--- src/inc/apfc_defines.svh ---
// Purpose: constants for the averaging period/frequency counter
// Assumes: 40 MHz clock, count widths set by module parameters
// Notes: times given directly as clk cycle counts, none derived
`ifndef APFC_DEFINES_SVH
`define APFC_DEFINES_SVH

`define APFC_CLK_HZ          40000000
`define APFC_CNT_W           32
`define APFC_DIV_W           16
`define APFC_CUT_W           4
`define APFC_FILT_ON_RST     1'b1
`define APFC_DIV_RST         16'h0001
`define APFC_MTIME_RST       32'h0000_0000
`define APFC_MAXPER_RST      32'h0262_5A00
`define APFC_CUT_RST         4'h4

`endif

--- src/inc/apfc_pkg.sv ---
// Purpose: types for the averaging period/frequency counter
// Assumes: nothing beyond the defines header
// Notes: one-hot state codes
package apfc_pkg;
    typedef enum logic [3:0] {
        APFC_IDLE = 4'h1,
        APFC_ARM  = 4'h2,
        APFC_MEAS = 4'h4,
        APFC_DONE = 4'h8
    } apfc_state_t;
endpackage

--- src/rtl/apfc_top.sv ---
// Purpose: dynamic averaging period and frequency counter
// Assumes: sig_in synchronous to clk; settings written while run is low
// Notes: timebase is clk; period in clk ticks, frequency in Hz
// Notes: one shared divider, so results come no faster than about one per 69 cycles
`timescale 1ns/1ps
`include "apfc_defines.svh"
module apfc_top
    import apfc_pkg::*;
#(
    parameter int CNT_W  = `APFC_CNT_W,
    parameter int DIV_W  = `APFC_DIV_W,
    parameter int CUT_W  = `APFC_CUT_W,
    parameter int CLK_HZ = `APFC_CLK_HZ
) (
    // Clock and reset
    input  wire logic             clk,
    input  wire logic             arst_n,
    // Measured signal
    input  wire logic             sig_in,
    // Settings write
    input  wire logic             cfg_we,
    input  wire logic             cfg_filter_on,
    input  wire logic [CUT_W-1:0] cfg_filter_cutoff,
    input  wire logic [DIV_W-1:0] cfg_divisor,
    input  wire logic [CNT_W-1:0] cfg_meas_time,
    input  wire logic [CNT_W-1:0] cfg_max_period,
    // Acquisition control
    input  wire logic             run,
    // Settings readback
    output logic                  filter_on,
    output logic [CUT_W-1:0]      filter_cutoff,
    output logic [CNT_W-1:0]      filter_latency,
    // Results
    output logic                  res_valid,
    output logic                  res_no_meas,
    output logic [CNT_W-1:0]      res_period,
    output logic [CNT_W-1:0]      res_freq,
    output logic [DIV_W-1:0]      res_periods
);
    // Settings registers, private to this instance
    logic                  filt_reg;
    logic [CUT_W-1:0]      cut_reg;
    logic [DIV_W-1:0]      divisor_reg;
    logic [CNT_W-1:0]      mtime_reg;
    logic [CNT_W-1:0]      maxper_reg;
    logic [CNT_W-1:0]      lat_reg;
    // Measurement state
    apfc_state_t           state_reg;
    apfc_state_t           state_next;
    logic [CNT_W-1:0]      ticks_reg;
    logic [CNT_W-1:0]      since_edge_reg;
    logic [DIV_W-1:0]      nper_reg;
    logic [CNT_W-1:0]      ftick_reg;
    logic [CNT_W-1:0]      fper_reg;
    // Results
    logic                  valid_reg;
    logic                  nomeas_reg;
    logic [CNT_W-1:0]      period_reg;
    logic [CNT_W-1:0]      freq_reg;
    logic [DIV_W-1:0]      nres_reg;
    // Divider control
    logic                  div_start_reg;
    logic                  div_phase_reg;
    logic [CNT_W-1:0]      div_num_reg;
    logic [CNT_W-1:0]      div_den_reg;
    logic                  div_busy;
    logic                  div_done;
    logic [CNT_W-1:0]      div_quo;
    logic                  rise;

    apfc_edge u_edge (
        .clk    (clk),
        .arst_n (arst_n),
        .sig_in (sig_in),
        .rise   (rise)
    );

    // One divider for both quotients, period first and then frequency.
    // Cheaper than two dividers, at the cost of the fastest result rate.
    apfc_div #(.W(CNT_W)) u_div (
        .clk    (clk),
        .arst_n (arst_n),
        .start  (div_start_reg),
        .num    (div_num_reg),
        .den    (div_den_reg),
        .busy   (div_busy),
        .done   (div_done),
        .quo    (div_quo)
    );

    // Settings: only taken while idle so they never change mid-run
    wire cfg_take = cfg_we && (state_reg == APFC_IDLE);

    // Filter mode overrides the averaging limits
    wire             eff_filt    = filt_reg;
    wire [DIV_W-1:0] eff_div     = eff_filt ? {{(DIV_W-1){1'b0}}, 1'b1} : divisor_reg;
    wire [CNT_W-1:0] eff_mtime   = eff_filt ? '0 : mtime_reg;
    wire [CNT_W-1:0] eff_maxper  = eff_filt ? '0 : maxper_reg;

    // Limits: zero disables; both zero means one period
    wire div_hit   = (eff_div != '0) && (nper_reg + DIV_W'(1) >= eff_div);
    // Whole periods only: close once one more period would overrun the time.
    // The period just ended stands in for the next, so a drifting input can
    // be one period off in the count.
    wire [CNT_W:0] span_next = {1'b0, ticks_reg} + {1'b0, since_edge_reg} + (CNT_W+1)'(2);
    wire time_hit  = (eff_mtime != '0) && (span_next > {1'b0, eff_mtime});
    wire none_set  = (eff_div == '0) && (eff_mtime == '0);
    // Close at an edge: divisor reached, time used up, or one period minimum
    wire close_now = rise && (div_hit || time_hit || none_set);
    // Closing edge the divider can take; while it is busy the interval
    // restarts instead, so no result averages past the limits
    wire close_take = (state_reg == APFC_MEAS) && close_now && !div_busy;
    // Timeout only counts while waiting on edges, never during a divide
    wire watch     = (state_reg == APFC_ARM) || (state_reg == APFC_MEAS);
    wire timeout   = watch && (eff_maxper != '0) && (since_edge_reg + CNT_W'(1) >= eff_maxper);

    always_comb begin
        state_next = state_reg;
        case (state_reg)
            // Only here do settings land
            APFC_IDLE: begin
                if (run) begin
                    state_next = APFC_ARM;
                end
            end
            // First edge starts timing, so no partial period counts
            APFC_ARM: begin
                if (!run) begin
                    state_next = APFC_IDLE;
                end else if (rise) begin
                    state_next = APFC_MEAS;
                end
            end
            // Timing whole periods until a limit is met
            APFC_MEAS: begin
                if (!run) begin
                    state_next = APFC_IDLE;
                end else if (close_take) begin
                    state_next = APFC_DONE;
                end else if (timeout) begin
                    // Input lost: rearm so the gap never enters an average
                    state_next = APFC_ARM;
                end
            end
            // Both divisions run here; edges still accumulate
            APFC_DONE: begin
                if (div_done && div_phase_reg) begin
                    state_next = run ? APFC_MEAS : APFC_IDLE;
                end
            end
            default: state_next = APFC_IDLE;
        endcase
    end

    // Settings registers
    always_ff @(posedge clk or negedge arst_n) begin
        if (!arst_n) begin
            filt_reg    <= `APFC_FILT_ON_RST;
            cut_reg     <= `APFC_CUT_RST;
            divisor_reg <= `APFC_DIV_RST;
            mtime_reg   <= `APFC_MTIME_RST;
            maxper_reg  <= `APFC_MAXPER_RST;
        end else if (cfg_take) begin
            filt_reg    <= cfg_filter_on;
            cut_reg     <= cfg_filter_cutoff;
            divisor_reg <= cfg_divisor;
            mtime_reg   <= cfg_meas_time;
            maxper_reg  <= cfg_max_period;
        end
    end

    // Latency of a 2^cutoff-tap averaging filter: half the window of periods
    always_ff @(posedge clk or negedge arst_n) begin
        if (!arst_n) begin
            lat_reg <= '0;
        end else begin
            lat_reg <= filt_reg ? CNT_W'(period_reg << cut_reg) >> 1 : '0;
        end
    end

    // Tick and period accumulation; measurement restarts at closing edge
    always_ff @(posedge clk or negedge arst_n) begin
        if (!arst_n) begin
            state_reg <= APFC_IDLE;
            ticks_reg <= '0;
            nper_reg  <= '0;
        end else begin
            state_reg <= state_next;
            // Closing edge in MEAS or DONE: start afresh; while dividing the interval is dropped
            if ((state_reg == APFC_MEAS || state_reg == APFC_DONE) && close_now) begin
                ticks_reg <= '0;
                nper_reg  <= '0;
            end else if (state_reg == APFC_MEAS || state_reg == APFC_DONE) begin
                ticks_reg <= ticks_reg + CNT_W'(1);
                if (rise) begin
                    nper_reg <= nper_reg + DIV_W'(1);
                end
            end else begin
                // Idle or arming: nothing accumulates
                ticks_reg <= '0;
                nper_reg  <= '0;
            end
        end
    end

    // Cycles since the last rising edge, for timeout and whole-period fit
    always_ff @(posedge clk or negedge arst_n) begin
        if (!arst_n) begin
            since_edge_reg <= '0;
        end else if (rise || state_reg == APFC_IDLE || timeout) begin
            since_edge_reg <= '0;
        end else begin
            since_edge_reg <= since_edge_reg + CNT_W'(1);
        end
    end

    // Ticks of the interval closing now
    wire [CNT_W-1:0] span_ticks = ticks_reg + CNT_W'(1);
    // Filter mode: exponential smoothing of ticks, weight 2^-cutoff
    wire [CNT_W-1:0] fsum       = ftick_reg - (ftick_reg >> cut_reg) + (span_ticks >> cut_reg);
    // First filtered period seeds the smoother, so it starts settled
    wire [CNT_W-1:0] filt_ticks = (ftick_reg == '0) ? span_ticks : fsum;
    // Division operands frozen at the closing edge
    wire [CNT_W-1:0] snap_num   = eff_filt ? filt_ticks : span_ticks;
    wire [CNT_W-1:0] snap_den   = eff_filt ? CNT_W'(1) : CNT_W'(nper_reg) + CNT_W'(1);
    wire [DIV_W-1:0] snap_n     = eff_filt ? DIV_W'(1) : nper_reg + DIV_W'(1);

    // Frozen snapshot for the two divisions, then result update
    always_ff @(posedge clk or negedge arst_n) begin
        if (!arst_n) begin
            div_start_reg <= 1'b0;
            div_phase_reg <= 1'b0;
            div_num_reg   <= '0;
            div_den_reg   <= '0;
            ftick_reg     <= '0;
            fper_reg      <= '0;
            valid_reg     <= 1'b0;
            nomeas_reg    <= 1'b0;
            period_reg    <= '0;
            freq_reg      <= '0;
            nres_reg      <= '0;
        end else begin
            div_start_reg <= 1'b0;
            valid_reg     <= 1'b0;
            if (close_take) begin
                // Smoother state belongs to filter mode only
                ftick_reg     <= eff_filt ? filt_ticks : '0;
                div_num_reg   <= snap_num;
                div_den_reg   <= snap_den;
                nres_reg      <= snap_n;
                div_start_reg <= 1'b1;
                div_phase_reg <= 1'b0;
            end else if (div_done && !div_phase_reg) begin
                // Period known; now the frequency from it
                fper_reg      <= div_quo;
                div_num_reg   <= CNT_W'(CLK_HZ);
                div_den_reg   <= (div_quo == '0) ? CNT_W'(1) : div_quo;
                div_start_reg <= 1'b1;
                div_phase_reg <= 1'b1;
            end else if (div_done && div_phase_reg) begin
                // Both quotients in: publish
                period_reg    <= fper_reg;
                freq_reg      <= div_quo;
                nomeas_reg    <= 1'b0;
                valid_reg     <= 1'b1;
                div_phase_reg <= 1'b0;
            end else if (timeout && (state_reg == APFC_ARM || state_reg == APFC_MEAS)) begin
                freq_reg      <= '0;
                period_reg    <= '0;
                nres_reg      <= '0;
                nomeas_reg    <= 1'b1;
                valid_reg     <= 1'b1;
            end else if (state_reg == APFC_IDLE) begin
                // Each new run starts its smoother afresh
                ftick_reg     <= '0;
            end
        end
    end

    // Every output is a register
    assign filter_on      = filt_reg;
    assign filter_cutoff  = cut_reg;
    assign filter_latency = lat_reg;
    assign res_valid      = valid_reg;
    assign res_no_meas    = nomeas_reg;
    assign res_period     = period_reg;
    assign res_freq       = freq_reg;
    assign res_periods    = nres_reg;
endmodule // apfc_top

--- src/rtl/apfc_edge.sv ---
// Purpose: rising edge detect of the measured input
// Assumes: input already synchronous to clk
// Notes: one-cycle pulse per rising edge
`timescale 1ns/1ps
module apfc_edge (
    // Clock and reset
    input  wire logic clk,
    input  wire logic arst_n,
    // Signal
    input  wire logic sig_in,
    output logic      rise
);
    logic prev_reg;

    always_ff @(posedge clk or negedge arst_n) begin
        if (!arst_n) begin
            prev_reg <= 1'b0;
        end else begin
            prev_reg <= sig_in;
        end
    end

    assign rise = sig_in & ~prev_reg;
endmodule // apfc_edge

--- src/rtl/apfc_div.sv ---
// Purpose: sequential unsigned divider, one quotient bit per cycle
// Assumes: divisor nonzero when started
// Notes: done is a one-cycle pulse, W+1 cycles after start
`timescale 1ns/1ps
module apfc_div #(
    parameter int W = 32
) (
    // Clock and reset
    input  wire logic         clk,
    input  wire logic         arst_n,
    // Request
    input  wire logic         start,
    input  wire logic [W-1:0] num,
    input  wire logic [W-1:0] den,
    // Answer
    output logic              busy,
    output logic              done,
    output logic [W-1:0]      quo
);
    logic [W-1:0]   rem_reg;
    logic [W-1:0]   q_reg;
    logic [W-1:0]   d_reg;
    logic [5:0]     cnt_reg;
    logic           busy_reg;
    logic           done_reg;
    logic [W:0]     trial;
    logic [W:0]     shifted;

    assign shifted = {rem_reg, q_reg[W-1]};
    assign trial   = shifted - {1'b0, d_reg};

    always_ff @(posedge clk or negedge arst_n) begin
        if (!arst_n) begin
            rem_reg  <= '0;
            q_reg    <= '0;
            d_reg    <= '0;
            cnt_reg  <= '0;
            busy_reg <= 1'b0;
            done_reg <= 1'b0;
        end else begin
            done_reg <= 1'b0;
            if (start && !busy_reg) begin
                rem_reg  <= '0;
                q_reg    <= num;
                d_reg    <= den;
                cnt_reg  <= 6'(W);
                busy_reg <= 1'b1;
            end else if (busy_reg) begin
                if (!trial[W]) begin
                    rem_reg <= trial[W-1:0];
                    q_reg   <= {q_reg[W-2:0], 1'b1};
                end else begin
                    rem_reg <= shifted[W-1:0];
                    q_reg   <= {q_reg[W-2:0], 1'b0};
                end
                cnt_reg <= cnt_reg - 6'h01;
                if (cnt_reg == 6'h01) begin
                    busy_reg <= 1'b0;
                    done_reg <= 1'b1;
                end
            end
        end
    end

    assign busy = busy_reg;
    assign done = done_reg;
    assign quo  = q_reg;
endmodule // apfc_div

--- config.mk ---
export PLATFORM = sky130hd
export DESIGN_NAME = apfc_top
export DESIGN_NICKNAME = d
export VERILOG_FILES = /design/src/inc/apfc_pkg.sv /design/src/rtl/apfc_top.sv /design/src/rtl/apfc_edge.sv /design/src/rtl/apfc_div.sv
export VERILOG_INCLUDE_DIRS = /design/src /design/src/inc
export SDC_FILE = /design/constraint.sdc
export NUM_CORES = 2
export LEC_CHECK = 0
export ABC_AREA = 1
export BUFFER_PORTS_ARGS = -buffer_cell sky130_fd_sc_hd__buf_2
export CAP_MARGIN = 20
export CELL_PAD_IN_SITES_DETAIL_PLACEMENT = 1
export CELL_PAD_IN_SITES_GLOBAL_PLACEMENT = 2
export CORE_ASPECT_RATIO = 0.75
export CORE_MARGIN = 10
export CORE_UTILIZATION = 30
export CTS_BUF_LIST = sky130_fd_sc_hd__clkbuf_8
export DETAILED_ROUTE_END_ITERATION = 10
export PLACE_DENSITY_LB_ADDON = 0.1
export SLEW_MARGIN = 15
export SYNTH_ARGS = -nofsm -noshare
export SYNTH_HDL_FRONTEND = slang
export SYNTH_SLANG_ARGS = --single-unit
--- constraint.sdc ---
create_clock -name clk -period 6.9 [get_ports clk]
set_input_delay 0.345 -clock clk [delete_from_list [all_inputs] [get_ports clk]]
set_output_delay 0.345 -clock clk [all_outputs]
set_load 0.02 [all_outputs]
After elaboration in Yosys (flattened, before gate mapping)
Cells that the tools add are included.
Word-level totals
  register bits after elaboration: 517
  input port bits: 90
  word-level logic and storage cells: 167
Operators by class
  $add $sub $neg: 10
  magnitude comparators: 3
  eq/ne operators: 13
  shift operators: 3
  mux-type cells: 66
  bitwise logic cells: 4
  reduce and logical (&&, ||, !) cells: 40
Operators by type and width (count)
  $mux 32: 26
  $mux 16: 9
  $logic_not 32->1: 3
  $add 32x1->32 const B: 2
  $reduce_bool 32->1: 2
  $shr 32x4->32: 2
  $add 32x32->33: 1
  $add 33x2->33 const B: 1
  $gt 33x32->1: 1
  $sub 33x32->33: 1
  $add 32x32->32: 1
  $ge 32x32->1: 1
  $shl 32x4->32: 1
  $sub 32x32->32: 1
  $mux 31: 1
  $mux 4: 7
  $mux 1: 18
  $add 16x1->17 const B: 1
  $mux 17: 1
  $add 16x1->16 const B: 1
  $ge 16x16->1: 1
  $logic_not 16->1: 1
  $pmux 4 s4: 1
  $reduce_bool 16->1: 1
  23 further kinds: 54

Logic depth before layout (Yosys ltp)
  depth after elaboration: 12
  mapped depth: 40
  mapped depth without buffers: 38

Cells and area by module
A second synthesis with hierarchy kept.
Unflattened totals
  cells, all modules: 4833
  area, all modules: 35061.1 µm²
Modules (own cells, without submodules)
  apfc_top: instances 1, cells an instance 3736, area each 27830.4 µm², sequential area each 10324.9 µm²
  apfc_div: instances 1, cells an instance 1094, area each 7195.7 µm², sequential area each 2602.5 µm²
  apfc_edge: instances 1, cells an instance 3, area each 35.0 µm², sequential area each 25.0 µm²

Worst setup path before layout
Ideal clock, no wire load.
  path type: register to register
  from: reg ticks_reg[1]
  to: reg div_den_reg[17]
  setup time: 0.082 ns
  arrival: 4.629 ns
  data required time: 6.818 ns
  slack: 2.189 ns
  stages on the path, launching flop included: 37
  clock period less this slack: 4.711 ns
  cell sequence: dfrtp_1 -> inv_1 -> ha_1 -> inv_1 -> ha_1 -> inv_1 -> fa_1 -> o21ai_2 -> nand2_1 -> nand2_1 -> a21boi_1 -> o21ai_0 -> a21boi_0 -> o31ai_1 -> a31oi_1 -> xnor2_1 -> ha_1 -> nand4_1 -> inv_1 -> a21oi_1 -> nand2_1 -> nand2_1 -> nand2_1 -> nand2_1 -> nand2_1 -> nand2_1 -> nand2_1 -> nand2_1 -> nand2_1 -> nand2_1 -> nand2_1 -> nand3_2 -> buf_6 -> nand2_2 -> buf_4 -> buf_4 -> o22ai_1
Between the ends
  cells in the longest elaborated chain, start to end: 10
  elaborated cells on any way between the ends: 11
  classes of those cells: add/sub (2); order compare (1); mux (1); reduce/logical (7)
Ends and longest elaborated chain
  start, declared: line apfc_top.sv:50  | logic [CNT_W-1:0] ticks_reg;
  start signal, assigned: line apfc_top.sv:194  | ticks_reg <= ticks_reg + CNT_W'(1);
  $add 32x32->33 (*): line apfc_top.sv:105  | wire [CNT_W:0] span_next = {1'b0, ticks_reg} + {1'b0, since_edge_reg} + (CNT_W+1)'(2);
  $add 33x2->33 (*): line apfc_top.sv:105
  $gt 33x32->1 (*): line apfc_top.sv:106  | wire time_hit = (eff_mtime != '0) && (span_next > {1'b0, eff_mtime});
  $logic_and 1x1->1 (*): line apfc_top.sv:106
  $logic_or 1x1->1 (*) (2 in a row): line apfc_top.sv:109  | wire close_now = rise && (div_hit || time_hit || none_set);
  $logic_and 1x1->1 (*): line apfc_top.sv:109
  $logic_and 1x1->1 (*) (2 in a row): line apfc_top.sv:112  | wire close_take = (state_reg == APFC_MEAS) && close_now && !div_busy;
  $mux 32 / $reduce_bool 2->1 (equally long branches)
  end signal, assigned: line apfc_top.sv:249  | div_den_reg <= snap_den;
  end signal, assigned: line apfc_top.sv:257  | div_den_reg <= (div_quo == '0) ? CNT_W'(1) : div_quo;
  end, declared: line apfc_top.sv:65  | logic [CNT_W-1:0] div_den_reg;
Mark *: on every way between the ends. The rest lies on a longest branch, timed or not.
A chain may end at the register's enable or synchronous reset.

Final worst setup path
  from: reg ticks_reg[0]
  to: reg ftick_reg[18]
Between the ends
  cells in the longest elaborated chain, start to end: 11
  elaborated cells on any way between the ends: 20
  classes of those cells: add/sub (4); order compare (1); eq/ne (3); shift (1); mux (3); reduce/logical (8)
Ends and longest elaborated chain
  $add 32x32->33: line apfc_top.sv:105
  $add 33x2->33: line apfc_top.sv:105
  $gt 33x32->1: line apfc_top.sv:106
  $logic_and 1x1->1: line apfc_top.sv:106
  $logic_or 1x1->1 (2 in a row): line apfc_top.sv:109
  $logic_and 1x1->1: line apfc_top.sv:109
  $logic_and 1x1->1 (2 in a row): line apfc_top.sv:112
  $ne 2x2->1 (no source line) / $reduce_bool 2->1 (equally long branches)
  $reduce_and 4->1 (no source line)
  end signal, assigned: line apfc_top.sv:247  | ftick_reg <= eff_filt ? filt_ticks : '0;
  end, declared: line apfc_top.sv:53  | logic [CNT_W-1:0] ftick_reg;
Parallel ways exist; a longest one is shown, timed or not.

==> impl_metrics.py <==
metrics = {
    "timing": {
        "timing_hold_violations_final": 0,
        "skew_ns": 0.0430,
        "relSlewSlack_pct": 20.5,
        "tns_ns": 0,
        "fmax_mhz": 156,
        "finalSetupViolations": 0,
        "timing.final.crit_share_pct": 92.6,
        "fin_hold_ws_ns": 0.115,
        "rsz0062_at_grt": "false",
        "layout_min_cycle_time_ns": 6.39,
        "timing.final.max_slew_violations": 0,
        "worst_pin_slew_ns": 1.18,
    },
    "placement": {
        "place_inst": 5914,
        "routabilityCongestion": 0.904,
        "portBuffers": 207,
        "dp_hpwl_um": 107000,
    },
    "global_routing": {
        "first_pass_grt_wire_length_um": 211000,
        "vias_in_the_first_global_route": 31686,
        "grt.overflow.total": 0,
        "grt_start_max_net_pins": 160,
        "antenna_violations_before_repair": 3,
        "gr-usage-all-layers_pct": 21.9,
    },
    "floorplan": {
        "floorplan.die_area_mm2": 0.126,
        "placementRows": 106,
        "core_mm2": 0.111,
        "initial_core_util_pct": 30.1,
        "io-pin-count": 209,
        "die_width_um": 406,
        "die_h_um": 309,
    },
    "setup_path": {
        "path_max_fanout": 6,
        "worst_path_most_repeated_cell": "sky130_fd_sc_hd__nand2_1",
        "critical_path.slowest_cell": "sky130_fd_sc_hd__dfrtp_1",
        "worstSetupEndpointType": "flop",
        "crit_arrival_ns": 7.06,
        "critical-path-max-stage-delay_ns": 0.45,
        "timing.critical_path.required_ns": 7.56,
        "timing_worst_setup_path_type": "reg2reg",
        "critPathLaunchType": "flop",
    },
    "drt": {
        "drtIter0Drc": 2312,
        "drt_pre_antenna_iters": 5,
        "wirelength_um": 139000,
        "vias": 31057,
        "detail_routed_via_count_per_cell": 5.03,
        "drc_viols": 0,
        "drtAntennaViolNets": 0,
        "routedWlPerCell_um": 22.5,
    },
    "power_and_ir_drop": {
        "share_seq_of_total_power_pct": 26.0,
        "clock_power_share_pct": 22.5,
        "power.internal_uw": 7430,
        "power_leakage_uw": 0.0196,
        "power-per-cell-area_mw_per_mm2": 361,
        "switching_power_uw": 6680,
        "power_switching_share_pct": 47.3,
        "power.combinational.fraction_pct": 51.5,
        "vdd_ir_drop_max_mv": 0.273,
    },
    "synth": {
        "synth_edf_count": 0,
        "syn-num-nets": 4691,
        "synth-main-ff-cell": "sky130_fd_sc_hd__dfrtp_1",
        "postSynthCellCount": 4356,
        "async_flop_share_pct": 100,
        "synth_area_mm2": 0.0335,
        "proportion_of_synthesized_chip_area_in_sequential_cells_pct": 38.7,
        "synth_largest_type_area_fraction_pct": 37.7,
        "synth_area_leader_cell": "sky130_fd_sc_hd__dfrtp_1",
        "yosys_warnings": 0,
        "post_synth_main_area_contributors": "sky130_fd_sc_hd__dfrtp_1, sky130_fd_sc_hd__nand2_1, sky130_fd_sc_hd__ha_1",
        "netlist-cell-type-count": 63,
        "synthesis.area_per_instance_um2": 7.69,
        "ys_seq_elements": 517,
    },
    "cts": {
        "ctsRootBufferMaster": "sky130_fd_sc_hd__clkbuf_8",
        "postCtsSetupBuffers": 0,
        "worst_skew_pair.late_latency_ns": 0.82,
        "cts_inserted_buffers": 97,
        "htreeDepth": 3,
        "tritoncts": "built",
        "cts.sink_count": 517,
        "cts.reportedPaths.clkPinSlew_ns": 0.07,
        "ctsLongestPathBuffers": 3,
    },
    "finish": {
        "layout.cells.most_common_list": "sky130_fd_sc_hd__nand2_1, sky130_fd_sc_hd__inv_1, sky130_fd_sc_hd__dfrtp_1",
        "layout.cells.non_filler": 6173,
        "mostFrequentLayoutCell": "sky130_fd_sc_hd__nand2_1",
        "area_delta_synth_final_pct": 16.6,
        "fillers": 13534,
        "drive_gt1_share_pct": 12.5,
        "nets": 4978,
    },
    "outcome": {
        "status": "finished, final reports clean",
    },
    "flow_run": {
        "max_cap_violations": 0,
    },
    "hold_path": {
        "hp-class": "in2reg",
    },
}
==> metal layers <==
layer / vias to the layer above / wire (um) / GRT usage, %
met4: 0 / 2440 / 4.22
met1: 15319 / 76500 / 35.5
met3: 156 / 6250 / 3.27
met2: 591 / 53800 / 30.0
met5: - / 0 / 0
li1: 14991 / - / -
==> cell type report <==
type	count	area, um^2	area share (%)
Multi-Input combinational cell	3141	17800	45.6
Sequential cell	517	13000	33.2
Timing Repair Buffer	370	2550	6.53
Inverter	516	1940	4.96
Tap cell	1458	1820	4.67
Clock buffer	120	1650	4.23
Clock inverter	48	322	0.823
Antenna cell	3	7.51	0.0192
==> synthesized netlist by cell type (all sizes together) (33+ instances only) <==
| cell | count |
|---|---|
| nand2 | 1169 |
| o211ai | 41 |
| fa | 33 |
| inv | 514 |
| mux2 | 74 |
| nor3 | 52 |
| o221ai | 38 |
| xnor2 | 36 |
| o22ai | 66 |
| ha | 212 |
| mux2i | 33 |
| clkbuf | 105 |
| a21oi | 196 |
| buf | 77 |
| dfrtp | 505 |
| nand3 | 151 |
| nor2 | 294 |
| nand4 | 44 |
| nor4 | 33 |
| o21ai | 485 |
| xor2 | 57 |
==> power groups by stage <==
stage | clock network [uW] | registers [uW] | logic, uW
after floorplan | 0 | 3700 | 4650
after global placement | 0 | 3710 | 7120
after detailed placement | 0 | 3720 | 7110
after CTS | 3290 | 3670 | 7190
after global routing | 3420 | 3720 | 8070
final | 3170 | 3670 | 7270
==> through the flow <==
step / area [um^2] / worst slack (ns) / utilization, % / total power (uW)
3_5_place_dp: 36200 / 0.577 / 32.6 / 10800
6_report: 39100 / 0.508 / 35.2 / 14100
3_3_place_gp: 36200 / 0.701 / 32.6 / 10800
4_1_cts: 39100 / 0.550 / 35.1 / 14200
2_1_floorplan: 33500 / 2.19 / - / 8340
5_1_grt: 39100 / 0.0176 / 35.2 / 15200
==> path summary, 6_finish.rpt <==
path | startpoint | to | slack, ns | cells past startpoint
worst max-delay path | ticks_reg[0] | ftick_reg[18] | 0.51 | 30
worst min-delay path | cfg_we | divisor_reg[4] | 0.12 | 5
worst max register to register | ticks_reg[0] | ftick_reg[18] | 0.51 | 30
worst min register to register | res_periods[11] | res_periods[11] | 0.47 | 2
max in group asynchronous | arst_n | filter_latency[21] | 5.16 | 3
min in group asynchronous | arst_n | divisor_reg[14] | 0.16 | 2
==> worst max-delay path: cells and delay by family, from the launching register on <==
kind / cells / cell delay, ns
DFF: 1 / 0.45
adders and majority gates: 3 / 1.08
buffers and inverters: 4 / 0.40
AOI/OAI and AO/OA: 9 / 2.42
and+or+nand+nor: 14 / 1.90
==> cell families (layout without fill, tap and decap cells) <==
logic type,count (synthesis),in the layout,share of synthesized area (%)
DFF,517,517,38.7
AOI/OAI and AO/OA,911,911,15.3
muxes,107,107,3.47
adders and majority gates,245,245,9.89
other,1,4,0.0112
and+or+nand+nor,1784,1784,22.0
buffers and inverters,698,1054,8.28
xor gates and xnor gates,93,93,2.43
==> timing repair <==
item                                    in CTS  in global routing
endpoints found under the setup margin       0                  2
gates resized for setup                      0                  1
hold endpoints to repair                   178                  0
hold buffers                                88                  0
(Power assumes the default switching activity.)
